$ cat src/verilog/rx_addr_defines.vh
// Register offsets, field positions and reset values of the receiver
`ifndef RX_ADDR_DEFINES_VH
`define RX_ADDR_DEFINES_VH

// ----------------------------------------------------------------
// Register byte offsets
// ----------------------------------------------------------------
`define OFS_STATUS_CONTROL 8'h00
`define OFS_RX_DATA 8'h04
`define OFS_BAUD_CONFIG 8'h08
`define OFS_INT_CONTROL 8'h0C
`define OFS_INT_STATUS 8'h10
`define OFS_INT_CLEAR 8'h14
`define OFS_INT_ENABLE 8'h18

// ----------------------------------------------------------------
// receive_status_control fields
// ----------------------------------------------------------------
`define BIT_PORT_ENABLE 7
`define BIT_NINE_BIT 6
`define BIT_SINGLE_RX 5
`define BIT_CONT_RX 4
`define BIT_ADDR_DETECT 3
`define BIT_FRAMING_ERR 2
`define BIT_OVERRUN_ERR 1
`define BIT_NINTH 0
`define STATUS_CONTROL_RESET 8'h00

// ----------------------------------------------------------------
// baud_config fields
// ----------------------------------------------------------------
`define BIT_HIGH_SPEED 16
`define BIT_WIDE_DIVISOR 17
`define BIT_RX_INVERT 18
`define BIT_TX_INVERT 19
`define BIT_SYNC_MODE 20
`define BAUD_CONFIG_RESET 21'h00000

// ----------------------------------------------------------------
// Interrupt control and event bits
// ----------------------------------------------------------------
`define BIT_GLOBAL_IE 0
`define BIT_RX_PRIORITY 1
`define EV_RX_COMPLETE 0
`define EV_FRAMING 1
`define EV_OVERRUN 2
`define EV_RESET 3'h0

// ----------------------------------------------------------------
// Oversampling and bus answers
// ----------------------------------------------------------------
`define SAMPLE_A 4'h7
`define SAMPLE_B 4'h8
`define SAMPLE_C 4'h9
`define SAMPLE_LAST 4'hF
`define LOW_SPEED_SCALE 2
`define RESP_OKAY 2'h0
`define RESP_SLVERR 2'h2

`endif

$ cat src/verilog/async_receiver_address_detect.v
// Serial receiver with address detect behind an AXI4-Lite slave
`timescale 1ns/1ps
`default_nettype none
`include "rx_addr_defines.vh"

module async_receiver_address_detect (
    // Clock and reset
    input wire aclk,
    input wire aresetn,
    // AXI4-Lite write address
    input wire [7:0] awaddr,
    input wire [2:0] awprot,
    input wire awvalid,
    output reg awready,
    // AXI4-Lite write data
    input wire [31:0] wdata,
    input wire [3:0] wstrb,
    input wire wvalid,
    output reg wready,
    // AXI4-Lite write response
    output reg [1:0] bresp,
    output reg bvalid,
    input wire bready,
    // AXI4-Lite read address
    input wire [7:0] araddr,
    input wire [2:0] arprot,
    input wire arvalid,
    output reg arready,
    // AXI4-Lite read data
    output reg [31:0] rdata,
    output reg [1:0] rresp,
    output reg rvalid,
    input wire rready,
    // Serial pins
    input wire receive_pin,
    output reg transmit_pin,
    output reg transmit_pin_oe,
    // Interrupt
    output reg irq,
    output reg irq_high_priority
);

// ----------------------------------------------------------------
// Registers
// ----------------------------------------------------------------
reg port_enable;
reg nine_bit_receive_select;
reg single_receive_enable;
reg continuous_receive_enable;
reg address_detect_enable;
reg framing_error_flag;
reg overrun_error_flag;
reg received_ninth_bit;
reg [7:0] received_data_register;
reg buffer_full;
reg [20:0] baud_config;
reg global_interrupt_enable;
reg receive_priority;
reg [2:0] int_status;
reg [2:0] int_enable;

reg [7:0] aw_addr_q;
reg [31:0] w_data_q;
reg [3:0] w_strb_q;

wire [15:0] divisor = baud_config[15:0];
wire high_speed_rate_select = baud_config[`BIT_HIGH_SPEED];
wire wide_divisor_select = baud_config[`BIT_WIDE_DIVISOR];
wire receive_polarity_invert = baud_config[`BIT_RX_INVERT];
wire transmit_polarity_invert = baud_config[`BIT_TX_INVERT];
wire sync_mode_select = baud_config[`BIT_SYNC_MODE];
wire receive_complete_flag = int_status[`EV_RX_COMPLETE];
wire receive_interrupt_enable = int_enable[`EV_RX_COMPLETE];

// Single receive plays no part here: async receiver only
wire rx_run = port_enable && !sync_mode_select &&
    continuous_receive_enable;

wire [7:0] status_control = {port_enable, nine_bit_receive_select,
    single_receive_enable, continuous_receive_enable,
    address_detect_enable, framing_error_flag, overrun_error_flag,
    received_ninth_bit};

function [31:0] merge;
    input [31:0] old;
    input [31:0] din;
    input [3:0] strb;
    integer i;
    begin
        merge = old;
        for (i = 0; i < 4; i = i + 1)
            if (strb[i])
                merge[i*8 +: 8] = din[i*8 +: 8];
    end
endfunction

function mapped;
    input [7:0] a;
    begin
        mapped = (a == `OFS_STATUS_CONTROL) || (a == `OFS_RX_DATA) ||
            (a == `OFS_BAUD_CONFIG) || (a == `OFS_INT_CONTROL) ||
            (a == `OFS_INT_STATUS) || (a == `OFS_INT_CLEAR) ||
            (a == `OFS_INT_ENABLE);
    end
endfunction

// ----------------------------------------------------------------
// Receive path
// ----------------------------------------------------------------
wire tick16;
wire frame_done;
wire [8:0] frame_data;
wire stop_bad;

baud_tick_gen u_baud (
    .aclk(aclk),
    .aresetn(aresetn),
    .enable(rx_run),
    .divisor(divisor),
    .high_speed(high_speed_rate_select),
    .wide(wide_divisor_select),
    .tick(tick16)
);

rx_frame_shifter u_shift (
    .aclk(aclk),
    .aresetn(aresetn),
    .enable(rx_run),
    .tick16(tick16),
    .invert(receive_polarity_invert),
    .nine_bit(nine_bit_receive_select),
    .receive_pin(receive_pin),
    .frame_done(frame_done),
    .frame_data(frame_data),
    .stop_bad(stop_bad)
);

// Address filter counts only with nine-bit frames
wire addr_mode = address_detect_enable && nine_bit_receive_select;
wire keep = frame_done && rx_run && !overrun_error_flag &&
    (!addr_mode || frame_data[8]);
wire load = keep && !buffer_full;
wire overrun = keep && buffer_full;

// ----------------------------------------------------------------
// Bus handshakes
// ----------------------------------------------------------------
wire aw_take = awvalid && awready;
wire w_take = wvalid && wready;
wire do_write = !awready && !wready && !bvalid;
wire ar_take = arvalid && arready;
wire pop = ar_take && (araddr == `OFS_RX_DATA) && buffer_full;
wire [31:0] wr_word = merge(32'h00000000, w_data_q, w_strb_q);
wire [31:0] baud_word = merge({11'h000, baud_config}, w_data_q, w_strb_q);

reg [31:0] next_rdata;
always @* begin
    next_rdata = 32'h00000000;
    case (araddr)
        `OFS_STATUS_CONTROL: next_rdata[7:0] = status_control;
        `OFS_RX_DATA: next_rdata[7:0] = received_data_register;
        `OFS_BAUD_CONFIG: next_rdata[20:0] = baud_config;
        `OFS_INT_CONTROL: begin
            next_rdata[`BIT_GLOBAL_IE] = global_interrupt_enable;
            next_rdata[`BIT_RX_PRIORITY] = receive_priority;
        end
        `OFS_INT_STATUS: next_rdata[2:0] = int_status;
        `OFS_INT_ENABLE: next_rdata[2:0] = int_enable;
        default: next_rdata = 32'h00000000;
    endcase
end

always @(posedge aclk) begin
    if (!aresetn) begin
        awready <= 1'b1;
        wready <= 1'b1;
        bvalid <= 1'b0;
        bresp <= `RESP_OKAY;
        arready <= 1'b1;
        rvalid <= 1'b0;
        rresp <= `RESP_OKAY;
        rdata <= 32'h00000000;
        aw_addr_q <= 8'h00;
        w_data_q <= 32'h00000000;
        w_strb_q <= 4'h0;
    end else begin
        if (aw_take) begin
            awready <= 1'b0;
            aw_addr_q <= awaddr;
        end
        if (w_take) begin
            wready <= 1'b0;
            w_data_q <= wdata;
            w_strb_q <= wstrb;
        end
        if (do_write) begin
            bvalid <= 1'b1;
            bresp <= mapped(aw_addr_q) ? `RESP_OKAY : `RESP_SLVERR;
        end
        if (bvalid && bready) begin
            bvalid <= 1'b0;
            awready <= 1'b1;
            wready <= 1'b1;
        end
        if (ar_take) begin
            arready <= 1'b0;
            rvalid <= 1'b1;
            rdata <= next_rdata;
            rresp <= mapped(araddr) ? `RESP_OKAY : `RESP_SLVERR;
        end
        if (rvalid && rready) begin
            rvalid <= 1'b0;
            arready <= 1'b1;
        end
    end
end

// ----------------------------------------------------------------
// Control, buffer and status
// ----------------------------------------------------------------
wire wr_sc = do_write && aw_addr_q == `OFS_STATUS_CONTROL;
wire wr_clr = do_write && aw_addr_q == `OFS_INT_CLEAR;
wire [2:0] events = {overrun, load && stop_bad, load};

always @(posedge aclk) begin
    if (!aresetn) begin
        {port_enable, nine_bit_receive_select, single_receive_enable,
            continuous_receive_enable, address_detect_enable,
            framing_error_flag, overrun_error_flag,
            received_ninth_bit} <= `STATUS_CONTROL_RESET;
        received_data_register <= 8'h00;
        buffer_full <= 1'b0;
        baud_config <= `BAUD_CONFIG_RESET;
        global_interrupt_enable <= 1'b0;
        receive_priority <= 1'b0;
        int_status <= `EV_RESET;
        int_enable <= `EV_RESET;
    end else begin
        if (wr_sc && w_strb_q[0]) begin
            port_enable <= w_data_q[`BIT_PORT_ENABLE];
            nine_bit_receive_select <= w_data_q[`BIT_NINE_BIT];
            single_receive_enable <= w_data_q[`BIT_SINGLE_RX];
            continuous_receive_enable <= w_data_q[`BIT_CONT_RX];
            address_detect_enable <= w_data_q[`BIT_ADDR_DETECT];
        end
        if (do_write && aw_addr_q == `OFS_BAUD_CONFIG)
            baud_config <= baud_word[20:0];
        if (do_write && aw_addr_q == `OFS_INT_CONTROL &&
                w_strb_q[0]) begin
            global_interrupt_enable <= w_data_q[`BIT_GLOBAL_IE];
            receive_priority <= w_data_q[`BIT_RX_PRIORITY];
        end
        if (do_write && aw_addr_q == `OFS_INT_ENABLE && w_strb_q[0])
            int_enable <= w_data_q[2:0];
        // A new event wins over a clear in the same cycle
        int_status <= (int_status & ~(wr_clr ? wr_word[2:0] : 3'h0))
            | events;
        if (pop)
            buffer_full <= 1'b0;
        if (load) begin
            buffer_full <= 1'b1;
            received_data_register <= frame_data[7:0];
            framing_error_flag <= stop_bad;
            received_ninth_bit <= nine_bit_receive_select &
                frame_data[8];
        end
        // Overrun holds reception off until enable is dropped
        if (!continuous_receive_enable)
            overrun_error_flag <= 1'b0;
        else if (overrun)
            overrun_error_flag <= 1'b1;
    end
end

// ----------------------------------------------------------------
// Pins and interrupt
// ----------------------------------------------------------------
always @(posedge aclk) begin
    if (!aresetn) begin
        transmit_pin <= 1'b1;
        transmit_pin_oe <= 1'b0;
        irq <= 1'b0;
        irq_high_priority <= 1'b0;
    end else begin
        // No transmitter here: the pin idles at its mark level
        transmit_pin <= 1'b1 ^ transmit_polarity_invert;
        transmit_pin_oe <= port_enable && !sync_mode_select;
        irq <= global_interrupt_enable &&
            ((receive_complete_flag && receive_interrupt_enable) ||
            |(int_status[2:1] & int_enable[2:1]));
        irq_high_priority <= receive_priority;
    end
end

endmodule // async_receiver_address_detect
`default_nettype wire

$ cat src/verilog/baud_tick_gen.v
// Sixteen-times bit-rate tick generator
`timescale 1ns/1ps
`default_nettype none
`include "rx_addr_defines.vh"

module baud_tick_gen (
    // Clock and reset
    input wire aclk,
    input wire aresetn,
    // Configuration
    input wire enable,
    input wire [15:0] divisor,
    input wire high_speed,
    input wire wide,
    // Tick out
    output reg tick
);

reg [17:0] count;
wire [15:0] n = wide ? divisor : {8'h00, divisor[7:0]};
// Low-speed 8-bit divisor runs four times slower
wire [17:0] reload = (!high_speed && !wide) ?
    (({2'b00, n} + 18'h00001) << `LOW_SPEED_SCALE) - 18'h00001 :
    {2'b00, n};

always @(posedge aclk) begin
    if (!aresetn || !enable) begin
        count <= 18'h00000;
        tick <= 1'b0;
    end else if (count == 18'h00000) begin
        count <= reload;
        tick <= 1'b1;
    end else begin
        count <= count - 18'h00001;
        tick <= 1'b0;
    end
end

endmodule // baud_tick_gen
`default_nettype wire

$ cat src/verilog/rx_frame_shifter.v
// Oversampling data recovery and receive shift register
`timescale 1ns/1ps
`default_nettype none
`include "rx_addr_defines.vh"

module rx_frame_shifter (
    // Clock and reset
    input wire aclk,
    input wire aresetn,
    // Control
    input wire enable,
    input wire tick16,
    input wire invert,
    input wire nine_bit,
    // Line
    input wire receive_pin,
    // Frame out
    output reg frame_done,
    output reg [8:0] frame_data,
    output reg stop_bad
);

localparam [3:0] S_IDLE = 4'h1;
localparam [3:0] S_START = 4'h2;
localparam [3:0] S_DATA = 4'h4;
localparam [3:0] S_STOP = 4'h8;

reg sync1, sync2;
reg [3:0] state;
reg [3:0] sub;
reg [3:0] bits;
reg vote_a, vote_b;
reg [8:0] receive_shift_register;

function maj3;
    input a, b, c;
    begin
        maj3 = (a & b) | (a & c) | (b & c);
    end
endfunction

wire line = sync2 ^ invert;
wire bit_val = maj3(vote_a, vote_b, line);
wire mid = tick16 && (sub == `SAMPLE_C);
wire [3:0] last_bit = nine_bit ? 4'h8 : 4'h7;

always @(posedge aclk) begin
    if (!aresetn) begin
        sync1 <= 1'b1;
        sync2 <= 1'b1;
    end else begin
        sync1 <= receive_pin;
        sync2 <= sync1;
    end
end

// Start, data and stop states count ticks at 16 per bit; idle holds the count at zero
always @(posedge aclk) begin
    frame_done <= 1'b0;
    if (!aresetn || !enable) begin
        state <= S_IDLE;
        sub <= 4'h0;
        bits <= 4'h0;
        vote_a <= 1'b1;
        vote_b <= 1'b1;
        receive_shift_register <= 9'h000;
        frame_data <= 9'h000;
        stop_bad <= 1'b0;
    end else begin
        if (tick16) begin
            sub <= sub + 4'h1;
            if (sub == `SAMPLE_A)
                vote_a <= line;
            if (sub == `SAMPLE_B)
                vote_b <= line;
        end
        case (state)
            S_IDLE: begin
                sub <= 4'h0;
                bits <= 4'h0;
                if (!line)
                    state <= S_START;
            end
            S_START: begin
                // Glitch shorter than half a bit is rejected
                if (mid && bit_val)
                    state <= S_IDLE;
                else if (tick16 && sub == `SAMPLE_LAST)
                    state <= S_DATA;
            end
            S_DATA: begin
                if (mid)
                    receive_shift_register <=
                        {bit_val, receive_shift_register[8:1]};
                if (tick16 && sub == `SAMPLE_LAST) begin
                    bits <= bits + 4'h1;
                    if (bits == last_bit)
                        state <= S_STOP;
                end
            end
            S_STOP: begin
                // Leave at mid stop bit to resync on the next start
                if (mid) begin
                    frame_done <= 1'b1;
                    stop_bad <= !bit_val;
                    frame_data <= nine_bit ? receive_shift_register :
                        {1'b0, receive_shift_register[8:1]};
                    state <= S_IDLE;
                end
            end
            default: state <= S_IDLE;
        endcase
    end
end

endmodule // rx_frame_shifter
`default_nettype wire
$ cat config.mk
export PLATFORM = sky130hd
export DESIGN_NAME = async_receiver_address_detect
export DESIGN_NICKNAME = d
export VERILOG_FILES = /design/src/verilog/async_receiver_address_detect.v /design/src/verilog/baud_tick_gen.v /design/src/verilog/rx_frame_shifter.v
export VERILOG_INCLUDE_DIRS = /design/src /design/src/verilog
export SDC_FILE = /design/constraint.sdc
export NUM_CORES = 1
export LEC_CHECK = 0
export BUFFER_PORTS_ARGS = -buffer_cell sky130_fd_sc_hd__buf_2
export CORE_ASPECT_RATIO = 0.7
export CORE_MARGIN = 2
export CORE_UTILIZATION = 25
export DETAILED_ROUTE_END_ITERATION = 12
export PLACE_DENSITY = 0.46
export SYNTH_ARGS = -nofsm -noshare
export SYNTH_HDL_FRONTEND = slang
export SYNTH_SLANG_ARGS = --single-unit
export TNS_END_PERCENT = 30
$ cat constraint.sdc
create_clock -name aclk -period 2.7 [get_ports aclk]
set_clock_uncertainty 0.05 [all_clocks]
set_input_delay 0.54 -clock aclk [delete_from_list [all_inputs] [get_ports aclk]]
set_output_delay 0.54 -clock aclk [all_outputs]
set_load 0.02 [all_outputs]
Word level (Yosys, flattened, before mapping):

Cells that the tools add are included.

* flip-flop bits (word level): 167
* bits of input ports: 66
* output and inout bits: 45
* logic and storage cells: 195

* add/sub/neg operators: 5
* equal/unequal tests: 26
* mux-type cells: 26
* bitwise logic cells: 14
* reduce and logical (&&, ||, !) cells: 79

Operators by type and width (number)
* $eq 8x5->1 const B: 6
* $mux 18: 2
* $sub 18x1->18 const B: 2
* $eq 8x4->1 const B: 4
* $logic_and 1x1->1: 32
* $mux 4: 8
* $logic_not 18->1: 1
* $reduce_and 2->1: 9
* $add 16x1->16 const B: 1
* $eq 4x4->1 const B: 4
* $eq 8x3->1 const B: 2
* $logic_not 8->1: 2
* $mux 16: 1
* $pmux 4 s4: 1
* $logic_or 1x1->1: 15
* $pmux 5 s3: 1
* $mux 13: 1
* $logic_not 1->1: 12
* $pmux 2 s6: 1
* $reduce_or 2->1: 5
* $mux 9: 1
* $add 4x1->4 const B: 2
* $eq 4x3->1 const B: 2
* $pmux 4 s2: 1
* other kinds (20): 34

Logic depth before layout (Yosys ltp):

* word-level depth: 9
* mapped depth: 9
* depth with buffers taken out: 8

Cells and area by module:

From an unflattened synthesis, not the netlist that was laid out.

* cells, all modules: 877
* area total of the unflattened synthesis: 7667.4 µm²

By module, submodules not included
* async_receiver_address_detect: instances 1, cells an instance 512, area an instance 4525.6 µm², sequential area each 2202.1 µm²
* rx_frame_shifter: instances 1, cells an instance 171, area an instance 1635.3 µm², sequential area each 720.7 µm²
* baud_tick_gen: instances 1, cells an instance 194, area an instance 1506.4 µm², sequential area each 380.4 µm²

Worst setup path before layout:

OpenSTA, ideal clock, no wires.

* kind: register to register
* start: register baud_config[1]
* end: register u_baud.count[14]
* data arrival time: 2.021 ns
* data required time: 2.572 ns
* path slack: 0.551 ns
* cell stages (with the launch flop): 9
* clock period less this slack: 2.149 ns
* cell sequence: dfxtp_1 > ha_1 > clkbuf_1 > xnor2_1 > a31oi_1 > nor4_1 > and2_1 > a311oi_1 > nor3_1

* word-level cells in the longest chain between the ends: 5

Ends and longest elaborated chain
* from (decl): line async_receiver_address_detect.v:56 `reg [20:0] baud_config;`
* from (signal assigned): line async_receiver_address_detect.v:233 `` baud_config <= `BAUD_CONFIG_RESET; ``
* from (signal assigned): line async_receiver_address_detect.v:247 `baud_config <= baud_word[20:0];`
* $mux 16: line baud_tick_gen.v:20 `wire [15:0] n = wide ? divisor : {8'h00, divisor[7:0]};`
* $add 16x1->16: line baud_tick_gen.v:23 `` (({2'b00, n} + 18'h00001) << `LOW_SPEED_SCALE) - 18'h00001 : ``
* $sub 18x1->18: line baud_tick_gen.v:23
* $mux 18: line baud_tick_gen.v:22 `wire [17:0] reload = (!high_speed && !wide) ?`
* $mux 18: line baud_tick_gen.v:30 `end else if (count == 18'h00000) begin`
* to (signal assigned): line baud_tick_gen.v:31 `count <= reload;`
* to (signal assigned): line baud_tick_gen.v:34 `count <= count - 18'h00001;`
* to (decl): line baud_tick_gen.v:19 `reg [17:0] count;`

No other way between the ends.
A chain may end at the register's enable or synchronous reset.

Worst setup path after layout:

* start: register u_baud.count[11]
* end: register u_baud.count[9]

* word-level cells in the longest chain between the ends: 2

Ends and longest elaborated chain (line)
* $logic_not 18->1: baud_tick_gen.v:30
* $mux 18: baud_tick_gen.v:30

No other way between the ends.

==> metrics.md <==
| Metric | Value |
|---|---|
| Most frequent cells in the layout | sky130_fd_sc_hd__dfxtp_1 (165), sky130_fd_sc_hd__nand2_1 (116), sky130_fd_sc_hd__buf_2 (79) |
| Area inside the core boundary | 30000 sq um |
| Maximum vdd drop | 298 uV |
| First-pass iteration count of the detailed router | 4 |
| Number of buffers added by the clock tree synthesis step | 17 |
| Hold violation count in the final report | 0 |
| DR iter-0 viols | 330 |
| Cell Pwr Density | 561 nW/um^2 |
| Ratio of cells with drive above 1 in the final layout | 0.166 |
| Count of pins on the block boundary | 111 |
| Crit-path cells | nor4_2 > nand4_4 > or3_1 > a21oi_1 > a211oi_1 > a31o_2 |
| Quantity of gates resized following cts | 0 |
| Fill cells | 3212 |
| Post-synthesis instance area | 7640 sq um |
| Drt total wl | 19.1 mm |
| Int Pwr | 3.96 mW |
| Proportion of power drawn by the clock network | 0.465 |
| Number of warning messages in the yosys log | 0 |
| Endpoint arrival time on the critical path | 2.57 ns |
| Flip-flop cell with the highest count after synthesis | sky130_fd_sc_hd__dfxtp_1 |
| Critical path type | reg -> reg |
| Worst flop-to-flop path startpoint | u_baud.count[11] |
| Chip Height | 150 um |
| Number of nets in the final layout | 1001 |
| Worst Hold Class | in -> reg |
| Hold Crit Endpoint | u_shift.sync1 |
| Net switching power figure | 1.14 mW |
| Die area | 32000 sq um |
| End of the worst register-to-register path | u_baud.count[9] |
| Setup violators final | 0 |
| Total design power | 5.10 mW |
| Final worst-path cycle share | 0.853 |
| Register area share after synthesis | 0.432 |
| Via density per instance | 4.43 |
| Initial cell density of the core | 0.254 |
| Clock tree from TritonCTS | done |
| Worst Reg-to-Reg Cells | 6 |
| Proportion of power drawn by combinational gates | 0.045 |
| Antenna Diode Count | 0 |
| Post-synth ARST share | 0 |
| Share of the synthesized netlist area taken by xor and xnor gates | 0.0401 |
| Max-cap check violation count | 0 |
| P_leak | 3.40 nW |
| Run status | finished, final reports clean |
| Critical path's largest stage delay | 0.62 ns |
| Area delta synth->final | 18.8% |
| Required arrival time at the worst endpoint | 2.97 ns |
| Hold Path Depth | 2 |
| RSZ-0062 raised after global routing | false |
| TritonCTS Sinks | 165 |
| Most common cell after layout, fill and taps aside | sky130_fd_sc_hd__dfxtp_1 |
| Min Tclk post-route | 2.30 ns |
| Count of antenna-violating nets left after detailed routing | 0 |
| Transition time of the tightest slew-check pin | 0.699 ns |
| Number of cell rows | 53 |
| Routed via count | 5994 |
| Largest net degree at the start of global routing | 66 |
| Last weighted congestion value of the routability-driven placer | 0.808 |
| Antenna violations before repair | 0 |
| Portion of netlist area occupied by mux cells | 0.102 |
| Clock Latency Late Sink | 0.43 ns |
| Number of buffers added to fix hold violations after cts | 0 |
| Remaining Overflow, GRT | 0 |
| Fraction of the mapped netlist area in simple logic gates | 0.231 |
| Bufs on Longest Clock Path | 2 |
| Post-Synth Adder-Cell Area | 0.0111 |
| Share of total power consumed by net switching | 0.223 |
| Combinational family with the most area after synthesis | simple AND/OR/NAND/NOR gates |
| Crit. End Element | flop |
| Total Negative Setup Slacks | 0 ns |
| Max Clock Freq | 434 MHz |
| Number of port buffers | 79 |
| Post-Synthesis Cells | 858 |
| Number of library cell types mapped by synthesis | 62 |
| Residual DRC | 0 |
| Dpl hpwl | 13.9 mm |
| Via count of the first global-routing pass | 5747 |
| Total of flip-flops plus latches after synthesis | 165 |
| Startpoint type of the worst setup path | flop |
| Reg2Reg Setup Slack | 0.40 ns |
| Total GRT Usage | 0.126 |
| Clock transition at the register clock pins on the worst setup and hold paths after CTS | 0.06 ns |
| Post-synth EDFFs | 0 |
| Deepest level of the CTS H-tree | 4 |
| Part of the total power dissipated in sequential elements | 0.490 |
| Worst rel slew slack | 0.532 |
| Max-slew violations | 0 |
| Buffer count from post-CTS setup fixing | 0 |
| Synth Area in Compound Gates | 0.134 |
| Source of the worst hold timing path | receive_pin |
| WL per Instance | 14.2 um |
| Max stage delay cell, worst path | sky130_fd_sc_hd__or3_1 |
| Wire length of the first global-routing pass | 31.3 mm |
| Maximum fanout along the worst path | 12 |
| CTS Root Buffer Type | sky130_fd_sc_hd__clkbuf_16 |
| DIE WIDTH | 213 um |
| Syn avg cell area | 8.91 sq um |
## how the worst max path moves through the flow
| stage | start | endpoint | slack (ns) | depth (start not counted) |
|---|---|---|---|---|
| after CTS | u_baud.count[11] | u_baud.count[9] | 0.39 | 6 |
| after detailed placement | u_baud.count[11] | u_baud.count[9] | 0.40 | 6 |
| after global routing | baud_config[0] | u_baud.count[15] | 0.20 | 7 |
| final | u_baud.count[11] | u_baud.count[9] | 0.40 | 6 |
| after floorplan | baud_config[1] | u_baud.count[14] | 0.55 | 8 |
| after global placement | u_baud.count[11] | u_baud.count[9] | 0.44 | 6 |
## flip-flops by register name, summed over array words and instances (netlist names), 3 cells and up
signal,cells
aw_addr_q,8
baud_config,21
int_enable,3
int_status,3
rdata,21
received_data_register,8
u_baud.count,18
u_shift.bits,4
u_shift.frame_data,9
u_shift.receive_shift_register,9
u_shift.state,4
u_shift.sub,4
w_data_q,21
w_strb_q,3
## Yosys cell counts (10+ instances only)
cell type | count | area, sq um
sky130_fd_sc_hd__a21oi_1 | 21 | 105
sky130_fd_sc_hd__dfxtp_1 | 165 | 3300
sky130_fd_sc_hd__a21boi_0 | 37 | 278
sky130_fd_sc_hd__xor2_1 | 19 | 166
sky130_fd_sc_hd__buf_4 | 13 | 97.6
sky130_fd_sc_hd__mux2i_1 | 71 | 711
sky130_fd_sc_hd__a31oi_1 | 10 | 62.6
sky130_fd_sc_hd__clkbuf_1 | 45 | 169
sky130_fd_sc_hd__o21ai_0 | 19 | 95.1
sky130_fd_sc_hd__nor2b_1 | 64 | 400
sky130_fd_sc_hd__nand3_1 | 28 | 140
sky130_fd_sc_hd__nor2_1 | 58 | 218
sky130_fd_sc_hd__inv_1 | 13 | 48.8
sky130_fd_sc_hd__nor3_1 | 17 | 85.1
sky130_fd_sc_hd__a211oi_1 | 15 | 113
sky130_fd_sc_hd__xnor2_1 | 16 | 140
sky130_fd_sc_hd__a22oi_1 | 19 | 143
sky130_fd_sc_hd__nand2_1 | 116 | 435
## power groups by stage
| stage | registers (mW) | clock network [mW] | logic [mW] |
|---|---|---|---|
| 6_report | 2.50 | 2.37 | 0.230 |
| 5_1_grt | 2.50 | 2.55 | 0.257 |
| 4_1_cts | 2.50 | 2.45 | 0.234 |
| 3_5_place_dp | 2.55 | 0 | 0.233 |
| 3_3_place_gp | 2.55 | 0 | 0.232 |
| 2_1_floorplan | 2.55 | 0 | 0.152 |
## worst max-delay path: cells and delay by family (launching register included)
family           cells  cell delay (ns)
flip-flops           1             0.32
AO/OA/AOI/OAI        3             0.54
AND/OR/NAND/NOR      3             1.29
## logic make-up after synthesis
logic type | after synthesis
AND/OR/NAND/NOR | 346
flip-flops | 165
AO/OA/AOI/OAI | 147
buffers and inverters | 83
multiplexers | 74
XOR/XNOR | 35
adder cells (fa/ha/maj) | 7
other | 1
## metal layers
metal / up-vias / GRT usage / wire length [um]
met5: - / 0 / 0
met4: 0 / 0.0430 / 157
met3: 8 / 0.0263 / 824
met2: 84 / 0.172 / 7630
met1: 2803 / 0.192 / 10500
li1: 3099 / - / -
## final cells by class
cell class | instances | area (sq um) | share of cell area
clock inverters | 9 | 104 | 0.0114
inverters | 13 | 48.8 | 0.00537
repair buffers | 110 | 628 | 0.0691
multi-input cells | 622 | 4020 | 0.443
clock buffers | 22 | 464 | 0.0511
well taps | 412 | 515 | 0.0567
flip-flops and latches | 165 | 3300 | 0.364
## metrics by stage
stage	worst slack [ns]	instance area [sq um]	util	hold WS, ns	cells
3_3_place_gp	0.444	8520	0.283	0.345	1322
2_1_floorplan	0.551	7690	-	0.320	870
6_report	0.397	9080	0.302	0.249	1353
4_1_cts	0.387	9080	0.302	0.221	1353
5_1_grt	0.196	9080	0.302	0.242	1353
3_5_place_dp	0.399	8520	0.283	0.337	1322
Note: power is estimated with default switching activity, not from simulation.
